File: src/rtl/dcc_defines.svh
// Offsets, field positions, reset values and timing figures of the core control block
`ifndef DCC_DEFINES_SVH
`define DCC_DEFINES_SVH

// Control port locations
`define DCC_LOC_CORE_CTRL  12'h81C
`define DCC_LOC_IF_FIRST   12'h800
`define DCC_LOC_IF_LAST    12'h807
`define DCC_LOC_AUX_FIRST  12'h809
`define DCC_LOC_AUX_LAST   12'h80C
`define DCC_LOC_SL_DATA    12'h810
`define DCC_LOC_SL_ADDR    12'h815

// Core control field positions
`define DCC_B_RATE_LO      0
`define DCC_B_RATE_HI      1
`define DCC_B_CORE_RUN     2
`define DCC_B_OUT_UNMUTE   3
`define DCC_B_IN_UNMUTE    4
`define DCC_B_SL_TRIG      5
`define DCC_B_IF_HW        6
`define DCC_B_PIN_HW       7
`define DCC_B_AUX_HW       8
`define DCC_B_DEB_LO       12
`define DCC_B_DEB_HI       13

// Reset value and writable bits of core control
`define DCC_CORE_CTRL_RST  16'h0000
`define DCC_CORE_CTRL_WMSK 16'h31FF

// Debounce times in ms, clock rate in kHz
`define DCC_DEB_T00_MS     20
`define DCC_DEB_T01_MS     40
`define DCC_DEB_T10_MS     10
`define DCC_DEB_T11_MS     5
`define DCC_CLK_KHZ        250000

// Instructions per sample at each rate
`define DCC_INSTR_1X       11'h400
`define DCC_INSTR_2X       11'h200
`define DCC_INSTR_4X       11'h100

// Number of safeload pairs
`define DCC_SL_PAIRS       5

`endif

File: src/rtl/dcc_pkg.sv
// Types shared by the core control block
package dcc_pkg;

   // Rate select codes
   typedef enum logic [1:0] {
      DCC_RATE_1X   = 2'b00,
      DCC_RATE_2X   = 2'b01,
      DCC_RATE_4X   = 2'b10,
      DCC_RATE_RSVD = 2'b11
   } dcc_rate_type;

   // Safeload engine states, Gray along idle, scan, done
   typedef enum logic [1:0] {
      DCC_SL_IDLE = 2'b00,
      DCC_SL_SCAN = 2'b01,
      DCC_SL_DONE = 2'b11
   } dcc_sl_state_type;

endpackage

File: src/rtl/dcc_sl_if.sv
// Carrier between the control register file and the safeload engine
`timescale 1ns/1ns
`default_nettype none
interface dcc_sl_if #(
   parameter int PA_W = 10,
   parameter int PD_W = 32
);
   logic            wr_en;    // Pair register write
   logic            wr_addr;  // High: address half, low: data half
   logic [2:0]      wr_idx;   // Pair index
   logic [PD_W-1:0] wr_val;   // Write value
   logic            start;    // Transfer request pulse
   logic            done;     // Transfer finished pulse
   logic            pm_we;    // Parameter memory write strobe
   logic [PA_W-1:0] pm_addr;  // Parameter memory address
   logic [PD_W-1:0] pm_data;  // Parameter memory data

   modport ctl (output wr_en, wr_addr, wr_idx, wr_val, start,
                input done, pm_we, pm_addr, pm_data);
   modport eng (input wr_en, wr_addr, wr_idx, wr_val, start,
                output done, pm_we, pm_addr, pm_data);
endinterface
`default_nettype wire

File: src/rtl/dcc_safeload.sv
// Safeload engine: five address/data pairs copied into parameter memory
`timescale 1ns/1ns
`default_nettype none
`include "dcc_defines.svh"
module dcc_safeload
   import dcc_pkg::*;
#(
   parameter int PA_W = 10,
   parameter int PD_W = 32
) (
   input  wire logic sys_clk,
   input  wire logic rst,
   dcc_sl_if.eng     sl
);
   localparam int NP = `DCC_SL_PAIRS;

   ////////////////////////////////////////////////////////////////////////
   // State
   logic [PA_W-1:0]  addr_r [NP];       // Address halves
   logic [PD_W-1:0]  data_r [NP];       // Data halves
   logic [NP-1:0]    pend_r, pend_nxt;  // Pairs written since last transfer
   logic [2:0]       idx_r, idx_nxt;    // Scan position
   dcc_sl_state_type st_r, st_nxt;      // Engine state
   logic             we_r, we_nxt;
   logic [PA_W-1:0]  pa_r, pa_nxt;
   logic [PD_W-1:0]  pd_r, pd_nxt;
   logic             done_r, done_nxt;

   ////////////////////////////////////////////////////////////////////////
   // Pair storage, one slot per index
   for (genvar i = 0; i < NP; i++) begin : g_pair
      always_ff @(posedge sys_clk) begin
         if (rst) begin
            addr_r[i] <= '0;
            data_r[i] <= '0;
         end else if (sl.wr_en && sl.wr_idx == 3'(i)) begin
            if (sl.wr_addr) begin
               addr_r[i] <= sl.wr_val[PA_W-1:0];
            end else begin
               data_r[i] <= sl.wr_val;
            end
         end
      end
   end

   ////////////////////////////////////////////////////////////////////////
   // Sequencer next state
   always_comb begin
      pend_nxt = pend_r;
      idx_nxt  = idx_r;
      st_nxt   = st_r;
      we_nxt   = 1'b0;
      pa_nxt   = pa_r;
      pd_nxt   = pd_r;
      done_nxt = 1'b0;
      case (st_r)
         DCC_SL_IDLE: begin
            // Start from the first pair
            if (sl.start) begin
               st_nxt  = DCC_SL_SCAN;
               idx_nxt = 3'h0;
            end
         end
         DCC_SL_SCAN: begin
            // Only pending pairs reach memory
            if (pend_r[idx_r]) begin
               we_nxt          = 1'b1;
               pa_nxt          = addr_r[idx_r];
               pd_nxt          = data_r[idx_r];
               pend_nxt[idx_r] = 1'b0;
            end
            if (idx_r == 3'(NP - 1)) begin
               st_nxt = DCC_SL_DONE;
            end else begin
               idx_nxt = idx_r + 3'h1;
            end
         end
         DCC_SL_DONE: begin
            // Tell the register file to drop the trigger
            done_nxt = 1'b1;
            st_nxt   = DCC_SL_IDLE;
         end
         default: begin
            st_nxt = DCC_SL_IDLE;
         end
      endcase
      // A fresh write marks its pair even while it is being copied
      if (sl.wr_en && sl.wr_idx < 3'(NP)) begin
         pend_nxt[sl.wr_idx] = 1'b1;
      end
   end

   ////////////////////////////////////////////////////////////////////////
   // Sequencer registers
   always_ff @(posedge sys_clk) begin
      if (rst) begin
         pend_r <= '0;
         idx_r  <= 3'h0;
         st_r   <= DCC_SL_IDLE;
         we_r   <= 1'b0;
         pa_r   <= '0;
         pd_r   <= '0;
         done_r <= 1'b0;
      end else begin
         pend_r <= pend_nxt;
         idx_r  <= idx_nxt;
         st_r   <= st_nxt;
         we_r   <= we_nxt;
         pa_r   <= pa_nxt;
         pd_r   <= pd_nxt;
         done_r <= done_nxt;
      end
   end

   assign sl.pm_we   = we_r;
   assign sl.pm_addr = pa_r;
   assign sl.pm_data = pd_r;
   assign sl.done    = done_r;
endmodule
`default_nettype wire

File: src/rtl/dcc_core_ctrl.sv
// Core control register, interface and auxiliary registers, pin debounce
`timescale 1ns/1ns
`default_nettype none
`include "dcc_defines.svh"
//
// Contract
// Debounce field picks 20/40/10/5 ms.
// Aux host-write bit allows port aux writes.
// Aux host-write bit makes aux ignore pins.
// Interface host-write bit allows port interface writes.
// Interface host-write bit blocks program interface writes.
// Trigger write starts transfer, self-clears after.
// Five pairs; only freshly written ones copied.
// Input unmute resets 0, low mutes.
// Output unmute resets 0, low mutes.
// Core run resets 0, low clears core.
// Single rate gives 1024 instructions.
// Double rate gives 512 instructions, 96k.
// Quadruple rate gives 256 instructions, 192k.
// Host never writes reserved rate code.
module dcc_core_ctrl
   import dcc_pkg::*;
#(
   parameter int NGPIO   = 4,
   parameter int REG_W   = 32,
   parameter int PA_W    = 10,
   parameter int DEB_W   = 24,
   parameter int DEB_C00 = `DCC_DEB_T00_MS * `DCC_CLK_KHZ,
   parameter int DEB_C01 = `DCC_DEB_T01_MS * `DCC_CLK_KHZ,
   parameter int DEB_C10 = `DCC_DEB_T10_MS * `DCC_CLK_KHZ,
   parameter int DEB_C11 = `DCC_DEB_T11_MS * `DCC_CLK_KHZ
) (
   input  wire logic               sys_clk,
   input  wire logic               rst,
   input  wire logic               ctl_wr,
   input  wire logic               ctl_rd,
   input  wire logic [11:0]        ctl_addr,
   input  wire logic [REG_W-1:0]   ctl_wdata,
   output var  logic [REG_W-1:0]   ctl_rdata,
   input  wire logic               prog_if_we,
   input  wire logic [2:0]         prog_if_idx,
   input  wire logic [REG_W-1:0]   prog_if_data,
   input  wire logic               aux_pin_we,
   input  wire logic [1:0]         aux_pin_idx,
   input  wire logic [REG_W-1:0]   aux_pin_data,
   output var  logic [8*REG_W-1:0] iface_regs,
   output var  logic [4*REG_W-1:0] aux_regs,
   input  wire logic [NGPIO-1:0]   gpio_in,
   output var  logic [NGPIO-1:0]   gpio_deb,
   output var  logic               pin_reg_host_write,
   output var  logic               input_mute,
   output var  logic               output_mute,
   output var  logic               core_clear,
   output var  logic [1:0]         rate_select,
   output var  logic [10:0]        instr_per_sample,
   output var  logic               pm_we,
   output var  logic [PA_W-1:0]    pm_addr,
   output var  logic [REG_W-1:0]   pm_data
);

   ////////////////////////////////////////////////////////////////////////
   // Declarations
   logic [15:0]      cc_r, cc_nxt;          // Core control word
   logic [REG_W-1:0] if_r  [8];             // Interface registers
   logic [REG_W-1:0] if_nxt[8];
   logic [REG_W-1:0] ax_r  [4];             // Auxiliary converter results
   logic [REG_W-1:0] ax_nxt[4];
   logic [REG_W-1:0] rd_r, rd_nxt;          // Read data holding
   logic [10:0]      ips_r, ips_nxt;        // Instructions per sample
   logic [DEB_W-1:0] deb_lim;               // Debounce length in cycles
   logic             wr_cc, wr_if, wr_ax;   // Port write decodes
   logic [2:0]       if_idx;
   logic [1:0]       ax_idx;
   logic [11:0]      sl_off;

   dcc_sl_if #(.PA_W(PA_W), .PD_W(REG_W)) sl ();

   ////////////////////////////////////////////////////////////////////////
   // Address decode of port writes
   always_comb begin
      wr_cc  = 1'b0;
      wr_if  = 1'b0;
      wr_ax  = 1'b0;
      if_idx = ctl_addr[2:0];
      ax_idx = 2'(ctl_addr - `DCC_LOC_AUX_FIRST);
      sl_off = 12'h000;
      sl.wr_en   = 1'b0;
      sl.wr_addr = 1'b0;
      sl.wr_idx  = 3'h0;
      sl.wr_val  = ctl_wdata;
      if (!ctl_wr) begin
         // Idle port
      end else if (ctl_addr == `DCC_LOC_CORE_CTRL) begin
         wr_cc = 1'b1;
      end else if (ctl_addr >= `DCC_LOC_IF_FIRST &&
                   ctl_addr <= `DCC_LOC_IF_LAST) begin
         // Port reaches interface registers only in host mode
         wr_if = cc_r[`DCC_B_IF_HW];
      end else if (ctl_addr >= `DCC_LOC_AUX_FIRST &&
                   ctl_addr <= `DCC_LOC_AUX_LAST) begin
         // Port reaches aux registers only in host mode
         wr_ax = cc_r[`DCC_B_AUX_HW];
      end else if (ctl_addr >= `DCC_LOC_SL_DATA &&
                   ctl_addr < `DCC_LOC_SL_ADDR) begin
         sl_off    = ctl_addr - `DCC_LOC_SL_DATA;
         sl.wr_en  = 1'b1;
         sl.wr_idx = sl_off[2:0];
      end else if (ctl_addr >= `DCC_LOC_SL_ADDR &&
                   ctl_addr < `DCC_LOC_SL_ADDR + 12'h005) begin
         sl_off     = ctl_addr - `DCC_LOC_SL_ADDR;
         sl.wr_en   = 1'b1;
         sl.wr_addr = 1'b1;
         sl.wr_idx  = sl_off[2:0];
      end
   end

   ////////////////////////////////////////////////////////////////////////
   // Core control next value
   always_comb begin
      cc_nxt   = cc_r;
      sl.start = 1'b0;
      if (sl.done) begin
         cc_nxt[`DCC_B_SL_TRIG] = 1'b0;
      end
      if (wr_cc) begin
         // Trigger bit only sets; a write of 0 leaves a running transfer
         cc_nxt = (ctl_wdata[15:0] & `DCC_CORE_CTRL_WMSK) |
                  {10'h000, cc_nxt[`DCC_B_SL_TRIG], 5'h00};
         // Starts when idle or as the last transfer ends; a set that meets
         // done must restart, or the bit would stay up with nothing running
         if (ctl_wdata[`DCC_B_SL_TRIG] &&
             (!cc_r[`DCC_B_SL_TRIG] || sl.done)) begin
            sl.start = 1'b1;
         end
      end
   end

   ////////////////////////////////////////////////////////////////////////
   // Interface and aux register next values
   always_comb begin
      for (int i = 0; i < 8; i++) begin
         if_nxt[i] = if_r[i];
      end
      for (int i = 0; i < 4; i++) begin
         ax_nxt[i] = ax_r[i];
      end
      // Program updates are dropped in host mode
      if (prog_if_we && !cc_r[`DCC_B_IF_HW]) begin
         if_nxt[prog_if_idx] = prog_if_data;
      end
      if (wr_if) begin
         if_nxt[if_idx] = ctl_wdata;
      end
      // Pin-derived values are dropped in host mode
      if (aux_pin_we && !cc_r[`DCC_B_AUX_HW]) begin
         ax_nxt[aux_pin_idx] = aux_pin_data;
      end
      if (wr_ax) begin
         ax_nxt[ax_idx] = ctl_wdata;
      end
   end

   ////////////////////////////////////////////////////////////////////////
   // Read mux and rate decode
   always_comb begin
      rd_nxt = '0;
      if (!ctl_rd) begin
         rd_nxt = rd_r;
      end else if (ctl_addr == `DCC_LOC_CORE_CTRL) begin
         rd_nxt = REG_W'(cc_r);
      end else if (ctl_addr >= `DCC_LOC_IF_FIRST &&
                   ctl_addr <= `DCC_LOC_IF_LAST) begin
         rd_nxt = if_r[ctl_addr[2:0]];
      end else if (ctl_addr >= `DCC_LOC_AUX_FIRST &&
                   ctl_addr <= `DCC_LOC_AUX_LAST) begin
         rd_nxt = ax_r[ax_idx];
      end
      // Reserved code falls back to single rate, host must avoid it
      case (dcc_rate_type'(cc_r[`DCC_B_RATE_HI:`DCC_B_RATE_LO]))
         DCC_RATE_2X: ips_nxt = `DCC_INSTR_2X;
         DCC_RATE_4X: ips_nxt = `DCC_INSTR_4X;
         default:     ips_nxt = `DCC_INSTR_1X;
      endcase
      // Debounce length from the field
      case (cc_r[`DCC_B_DEB_HI:`DCC_B_DEB_LO])
         2'b00:   deb_lim = DEB_W'(DEB_C00);
         2'b01:   deb_lim = DEB_W'(DEB_C01);
         2'b10:   deb_lim = DEB_W'(DEB_C10);
         default: deb_lim = DEB_W'(DEB_C11);
      endcase
   end

   ////////////////////////////////////////////////////////////////////////
   // Register stage
   always_ff @(posedge sys_clk) begin
      if (rst) begin
         cc_r  <= `DCC_CORE_CTRL_RST;
         rd_r  <= '0;
         ips_r <= `DCC_INSTR_1X;
         for (int i = 0; i < 8; i++) begin
            if_r[i] <= '0;
         end
         for (int i = 0; i < 4; i++) begin
            ax_r[i] <= '0;
         end
      end else begin
         cc_r  <= cc_nxt;
         rd_r  <= rd_nxt;
         ips_r <= ips_nxt;
         if_r  <= if_nxt;
         ax_r  <= ax_nxt;
      end
   end

   ////////////////////////////////////////////////////////////////////////
   // Per-pin debounce: a level must hold for the whole window
   for (genvar g = 0; g < NGPIO; g++) begin : g_deb
      logic [DEB_W-1:0] cnt_r, cnt_nxt;
      logic             st_r, st_nxt;
      always_comb begin
         cnt_nxt = '0;
         st_nxt  = st_r;
         if (gpio_in[g] != st_r) begin
            if (cnt_r >= deb_lim - DEB_W'(1)) begin
               st_nxt = gpio_in[g];
            end else begin
               cnt_nxt = cnt_r + DEB_W'(1);
            end
         end
      end
      always_ff @(posedge sys_clk) begin
         if (rst) begin
            cnt_r <= '0;
            st_r  <= 1'b0;
         end else begin
            cnt_r <= cnt_nxt;
            st_r  <= st_nxt;
         end
      end
      assign gpio_deb[g] = st_r;
   end

   ////////////////////////////////////////////////////////////////////////
   // Safeload engine
   dcc_safeload #(.PA_W(PA_W), .PD_W(REG_W)) u_sl (
      .sys_clk (sys_clk),
      .rst     (rst),
      .sl      (sl)
   );

   ////////////////////////////////////////////////////////////////////////
   // Outputs, all straight from flops
   for (genvar k = 0; k < 8; k++) begin : g_ifo
      assign iface_regs[k*REG_W +: REG_W] = if_r[k];
   end
   for (genvar k = 0; k < 4; k++) begin : g_axo
      assign aux_regs[k*REG_W +: REG_W] = ax_r[k];
   end
   assign ctl_rdata          = rd_r;
   assign pin_reg_host_write = cc_r[`DCC_B_PIN_HW];
   assign input_mute         = ~cc_r[`DCC_B_IN_UNMUTE];
   assign output_mute        = ~cc_r[`DCC_B_OUT_UNMUTE];
   assign core_clear         = ~cc_r[`DCC_B_CORE_RUN];
   assign rate_select        = cc_r[`DCC_B_RATE_HI:`DCC_B_RATE_LO];
   assign instr_per_sample   = ips_r;
   assign pm_we              = sl.pm_we;
   assign pm_addr            = sl.pm_addr;
   assign pm_data            = sl.pm_data;
endmodule
`default_nettype wire

File: config.mk
export PLATFORM = sky130hd
export DESIGN_NAME = dcc_core_ctrl
export DESIGN_NICKNAME = d
export VERILOG_FILES = /design/src/rtl/dcc_pkg.sv /design/src/rtl/dcc_sl_if.sv /design/src/rtl/dcc_safeload.sv /design/src/rtl/dcc_core_ctrl.sv
export VERILOG_INCLUDE_DIRS = /design/src /design/src/rtl
export SDC_FILE = /design/constraint.sdc
export NUM_CORES = 2
export LEC_CHECK = 0
export BUFFER_PORTS_ARGS = -buffer_cell sky130_fd_sc_hd__buf_2
export CORE_ASPECT_RATIO = 1.2
export CORE_MARGIN = 10
export CORE_UTILIZATION = 39
export DETAILED_ROUTE_END_ITERATION = 8
export PLACE_DENSITY = 0.69
export SLEW_MARGIN = 20
export SYNTH_ARGS = -nofsm -noshare
export SYNTH_HDL_FRONTEND = slang
export SYNTH_SLANG_ARGS = --single-unit
File: constraint.sdc
create_clock -name sys_clk -period 9.4 [get_ports sys_clk]
set_input_delay 1.88 -clock sys_clk [delete_from_list [all_inputs] [get_ports sys_clk]]
set_output_delay 1.88 -clock sys_clk [all_outputs]
set_load 0.05 [all_outputs]
### Yosys cells after proc, flatten, opt, wreduce, memory -nomap -nowiden

Memories as Yosys holds them, arrays and structs flattened. A register that Yosys moved wholly into a read port is not among the register bits.
Cells that the tools add are included.

| storage, ports and cells | value |
|---|---|
| register bits | 553 |
| bits in writable memories | 210 |
| bits of input ports | 123 |
| output and inout bits | 480 |
| word-level logic and storage cells | 267 |
| memories kept | 2 |

Memory list:

| memory | depth | bits a word | read ports | clocked after memory_dff | write ports | line | source |
|---|---|---|---|---|---|---|---|
| u_sl.data_r | 5 | 32 | 1 | 1 | 5 | dcc_safeload.sv:20 | `logic [PD_W-1:0] data_r [NP];` |
| u_sl.addr_r | 5 | 10 | 1 | 1 | 5 | dcc_safeload.sv:19 | `logic [PA_W-1:0] addr_r [NP];` |

| operators by class | value |
|---|---|
| add/subtract/negate cells | 9 |
| $lt $le $gt $ge | 25 |
| equality and inequality tests | 19 |
| muxes and demuxes | 118 |
| bitwise operators | 26 |
| reduce and logical (&&, ||, !) cells | 39 |

Operator list:

| kind | number |
|---|---|
| bitwise mux 256 bit | 2 |
| 2-to-1 mux 256 bit | 2 |
| 2-to-1 mux 32 bit | 16 |
| bitwise mux 128 bit | 2 |
| 2-to-1 mux 128 bit | 2 |
| demux 32 bit (select 3 bit) | 2 |
| demux 32 bit (select 2 bit) | 2 |
| adder 24 x 1 -> 24 bit (second input constant) | 4 |
| binary-select mux 32 bit (select 3 bit) | 1 |
| greater-or-equal comparator 24 bit | 4 |
| one-hot mux 24 bit (3 select lines) | 1 |
| binary-select mux 32 bit (select 2 bit) | 1 |
| 2-to-1 mux 1 bit | 62 |
| 2-to-1 mux 10 bit | 5 |
| greater-or-equal comparator 12 bit (second input constant) | 4 |
| <= comparator 12 bit (second input constant) | 2 |
| less-than comparator 12 bit (second input constant) | 2 |
| 2-to-1 mux 3 bit | 8 |
| subtractor 24 x 1 -> 24 bit (second input constant) | 1 |
| one-hot mux 11 bit (2 select lines) | 1 |
| logical AND 1 bit | 19 |
| 2-to-1 mux 5 bit | 3 |
| bitwise OR 14 x 6 -> 14 bit | 1 |
| equality test 12 bit (second input constant) | 1 |
| other kinds (41) | 88 |

### Logic depth before layout (Yosys ltp)

| logic depth | value |
|---|---|
| word-level depth | 14 |
| depth in mapped cells | 13 |
| mapped depth without buffers | 11 |

### By module

A second synthesis with hierarchy kept.

| second synthesis, totals | value |
|---|---|
| cells, all modules | 3928 |
| area total of the unflattened synthesis | 40700.3 µm² |

Modules (own cells, without submodules):

| module | instances | cells each | area each (µm²) | sequential area each (µm²) |
|---|---|---|---|---|
| dcc_core_ctrl | 1 | 3015 | 29378.2 | 10610.2 |
| dcc_safeload | 1 | 913 | 11322.1 | 7387.1 |

### Worst setup path before layout

No wires, ideal clock.

| timing path | value |
|---|---|
| kind | in2reg |
| start point | input port ctl_addr[1] |
| end point | memory u_sl.data_r[0][0], enable pin |
| library setup time | 511 ps |
| arrival time | 6870 ps |
| data required time | 8889 ps |
| path slack | 2019 ps |
| cell stages on the path | 9 |
| path buffers | 2 |
| cells stage by stage | clkbuf_1 -> buf_1 -> inv_1 -> ha_1 -> nor2b_1 -> o21a_1 -> o21a_1 -> o21ai_0 -> o41ai_1 |

RTL lines:

| element | line | source |
|---|---|---|
| start, declared | dcc_core_ctrl.sv:37 | `input wire logic [11:0] ctl_addr,` |
| end, declared | dcc_safeload.sv:20 |  |

==> flow_metrics.env <==
export IMPL_final_cell_mix="nor2_1 (725), buf_2 (590), dfxtp_1 (582)"
export IMPL_required_ps=9670
export IMPL_intPower_w=0.00566
export IMPL_path_clk_slew_ps=60
export IMPL_track_usage=0.272
export IMPL_viasPerCell=5.90
export IMPL_timing_hold_ws_ps=461
export IMPL_hold_class="register to register"
export IMPL_die_height_um=368
export IMPL_drc_errors=0
export IMPL_ant_nets=0
export IMPL_rsz0062_at_grt="false"
export IMPL_worst_ir_drop_vdd_mv=0.136
export IMPL_std_cell_rows=127
export IMPL_ctsResizeCount=0
export IMPL_numClockSinks=794
export IMPL_final_common_cell="nor2_1"
export IMPL_setup_ws_ps=4540
export IMPL_critPathArrivalTime_ps=5130
export IMPL_worst_pin_slew_ps=1300
export IMPL_detailed_place_hpwl_um=117000
export IMPL_die_w_um=310
export IMPL_core_um2=100000
export IMPL_hold_viol=0
export IMPL_vias=33200
export IMPL_p_comb_frac=0.097
export IMPL_min_period_ps=4860
export IMPL_fin_crit_sh=0.517
export IMPL_p_leak_nw=18.9
export IMPL_yosysTopAreaCellShare=0.296
export IMPL_overflow=0
export IMPL_pwr_share_seq=0.473
export IMPL_clk_latency_ps=670
export IMPL_post_cts_buffers=0
export IMPL_synth_distinct_cells=69
export IMPL_worst_setup_path_start_kind="input port"
export IMPL_synth_largest_area_cell="dfxtp_1"
export IMPL_syn_area_um2=39400
export IMPL_grt_pass1_vias=32000
export IMPL_fin_util=0.458
export IMPL_cts_buffers=81
export IMPL_wl_um=161000
export IMPL_worstSetupPathType="input port to register"
export IMPL_swShare=0.269
export IMPL_fin_tns_setup_ps=0
export IMPL_grt_antenna_before_repair=23
export IMPL_finClkSkew_ps=45.7
export IMPL_htreeDepth=3
export IMPL_area_delta_synth_final_pct=16.3
export IMPL_async_reset_ff_frac=0
export IMPL_grt_pass1_wl_um=231000
export IMPL_drv_cap=0
export IMPL_cp_end_kind="register"
export IMPL_cts_root_buf="clkbuf_16"
export IMPL_start_util=0.394
export IMPL_drt_pass1_iterations=6
export IMPL_status="finished, final reports clean"
export IMPL_slew_headroom=0.135
export IMPL_synth_seq_area_share=0.456
export IMPL_clkPwrFrac=0.430
export IMPL_io_buffer_count=594
export IMPL_gp_congestion=1.00
export IMPL_detail_route_wl_per_cell_um=28.6
export IMPL_holdBufCountCts=0
export IMPL_die_area_um2=114000
export IMPL_drtIter0Drc=3622
export IMPL_syn_area_per_cell_um2=10.1
export IMPL_drv_slew=0
export IMPL_setup_viol=0
export IMPL_layout_nets=4480
export IMPL_grt_max_degree=205
export IMPL_fmax_mhz=206
export IMPL_synth_edf_count=210
export IMPL_dp_slack_ps=3750
export IMPL_netlist_top_cells_area="dfxtp_1 (30%), edfxtp_1 (16%), mux2i_1 (13%), a211oi_1 (8.0%), nor2_1 (6.9%)"
export IMPL_power_switching_w=0.00208
export IMPL_power_density_nw_per_um2=169
export IMPL_io_pin_count=603
export IMPL_ys_seq_elements=794
export IMPL_cp_max_fo=55
export IMPL_drive_above_1_share=0.211
export IMPL_ys_warn_count=0
export IMPL_cts_buffer_depth=3
export IMPL_tritoncts="built"
export IMPL_syn_inst=3912
export IMPL_ys_flop_type="dfxtp_1"
[stage by stage]
step	cells	power (W)	instance area (um^2)
after detailed placement	5465	0.00447	43100
after floorplan	3919	0.00420	39500
after global routing	5621	0.00794	45900
after CTS	5610	0.00776	45800
after global placement	5465	0.00446	43100
final	5625	0.00774	45900
[path summary, 6_finish.rpt]
path / start / end / slack, ps / cells past startpoint
min: g_deb[1].cnt_r[0]$_SDFF_PP0_ / g_deb[1].cnt_r[0]$_SDFF_PP0_ / 460 / 1
min reg2reg: g_deb[1].cnt_r[0]$_SDFF_PP0_ / g_deb[1].cnt_r[0]$_SDFF_PP0_ / 460 / 1
max: ctl_addr[0] / u_sl.addr_r[4][3]$_SDFFCE_PN0P_ / 4540 / 8
max reg2reg: cc_r[13]$_SDFFE_PP0P_ / g_deb[3].cnt_r[7]$_SDFF_PP0_ / 5430 / 11
[Yosys cell counts, types with 49 or more instances]
library cell / number
dfxtp_1: 584
mux4_2: 96
buf_1: 58
mux2i_1: 509
nand2_1: 77
o21ai_0: 66
nor2_1: 728
xor2_1: 53
nand3_1: 49
a211oi_1: 420
a21oi_1: 92
clkbuf_1: 296
ha_1: 99
edfxtp_1: 210
and2_1: 173
[area by class of cell]
cell class              instances  area (um^2)
well taps                    1290         1610
repair buffers                649         3420
inverters                      34          128
clock buffers                 108         2260
multi-input cells            2698        20000
flip-flops and latches        794        18000
diodes                         15         37.5
clock inverters                37          424
fillers                      9402        54200
[cell families after synthesis]
kind of cell	count (synthesis)	share of synthesized area
other cells	1	0.0000951
simple gates	1184	0.138
flops	794	0.456
buf+inv	427	0.0428
mux	607	0.185
compound gates	701	0.125
xor+xnor	97	0.0215
fa+ha+maj	101	0.0319
[worst max-delay path: stages]
cell and delay (ps):
clkbuf_8 330, inv_2 320, ha_1 310, nor2b_1 130, o41ai_1 460, a311o_1 230
o2111ai_1 380, o31ai_2 1040
[power groups by stage]
stage               clock network (W)  registers [W]  logic, W
CTS                           0.00336        0.00366  0.000742
floorplan                           0        0.00388  0.000318
finish                        0.00333        0.00366  0.000749
detailed placement                  0        0.00373  0.000740
global placement                    0        0.00373  0.000733
global route                  0.00349        0.00367  0.000779
[registers in the layout (all words and copies together) (netlist names)]
register / flops
u_sl.addr_r: 50
aux_regs: 128
u_sl.sl.pm_we: 1
u_sl.st_r: 2
u_sl.pend_r: 5
instr_per_sample: 3
u_sl.sl.pm_data: 32
ctl_rdata: 32
u_sl.sl.done: 1
u_sl.sl.pm_addr: 10
u_sl.idx_r: 3
iface_regs: 256
g_deb.st_r: 4
u_sl.data_r: 160
g_deb.cnt_r: 96
cc_r: 11
[routing by layer]
metal / global-route usage / share of wire / vias up
li1: - / - / 14900
met1: 0.339 / 0.38 / 16100
met2: 0.403 / 0.43 / 1791
met3: 0.0849 / 0.11 / 379
met4: 0.171 / 0.071 / 10
met5: 0 / 0.00042 / -
(Power assumes the default switching activity.)
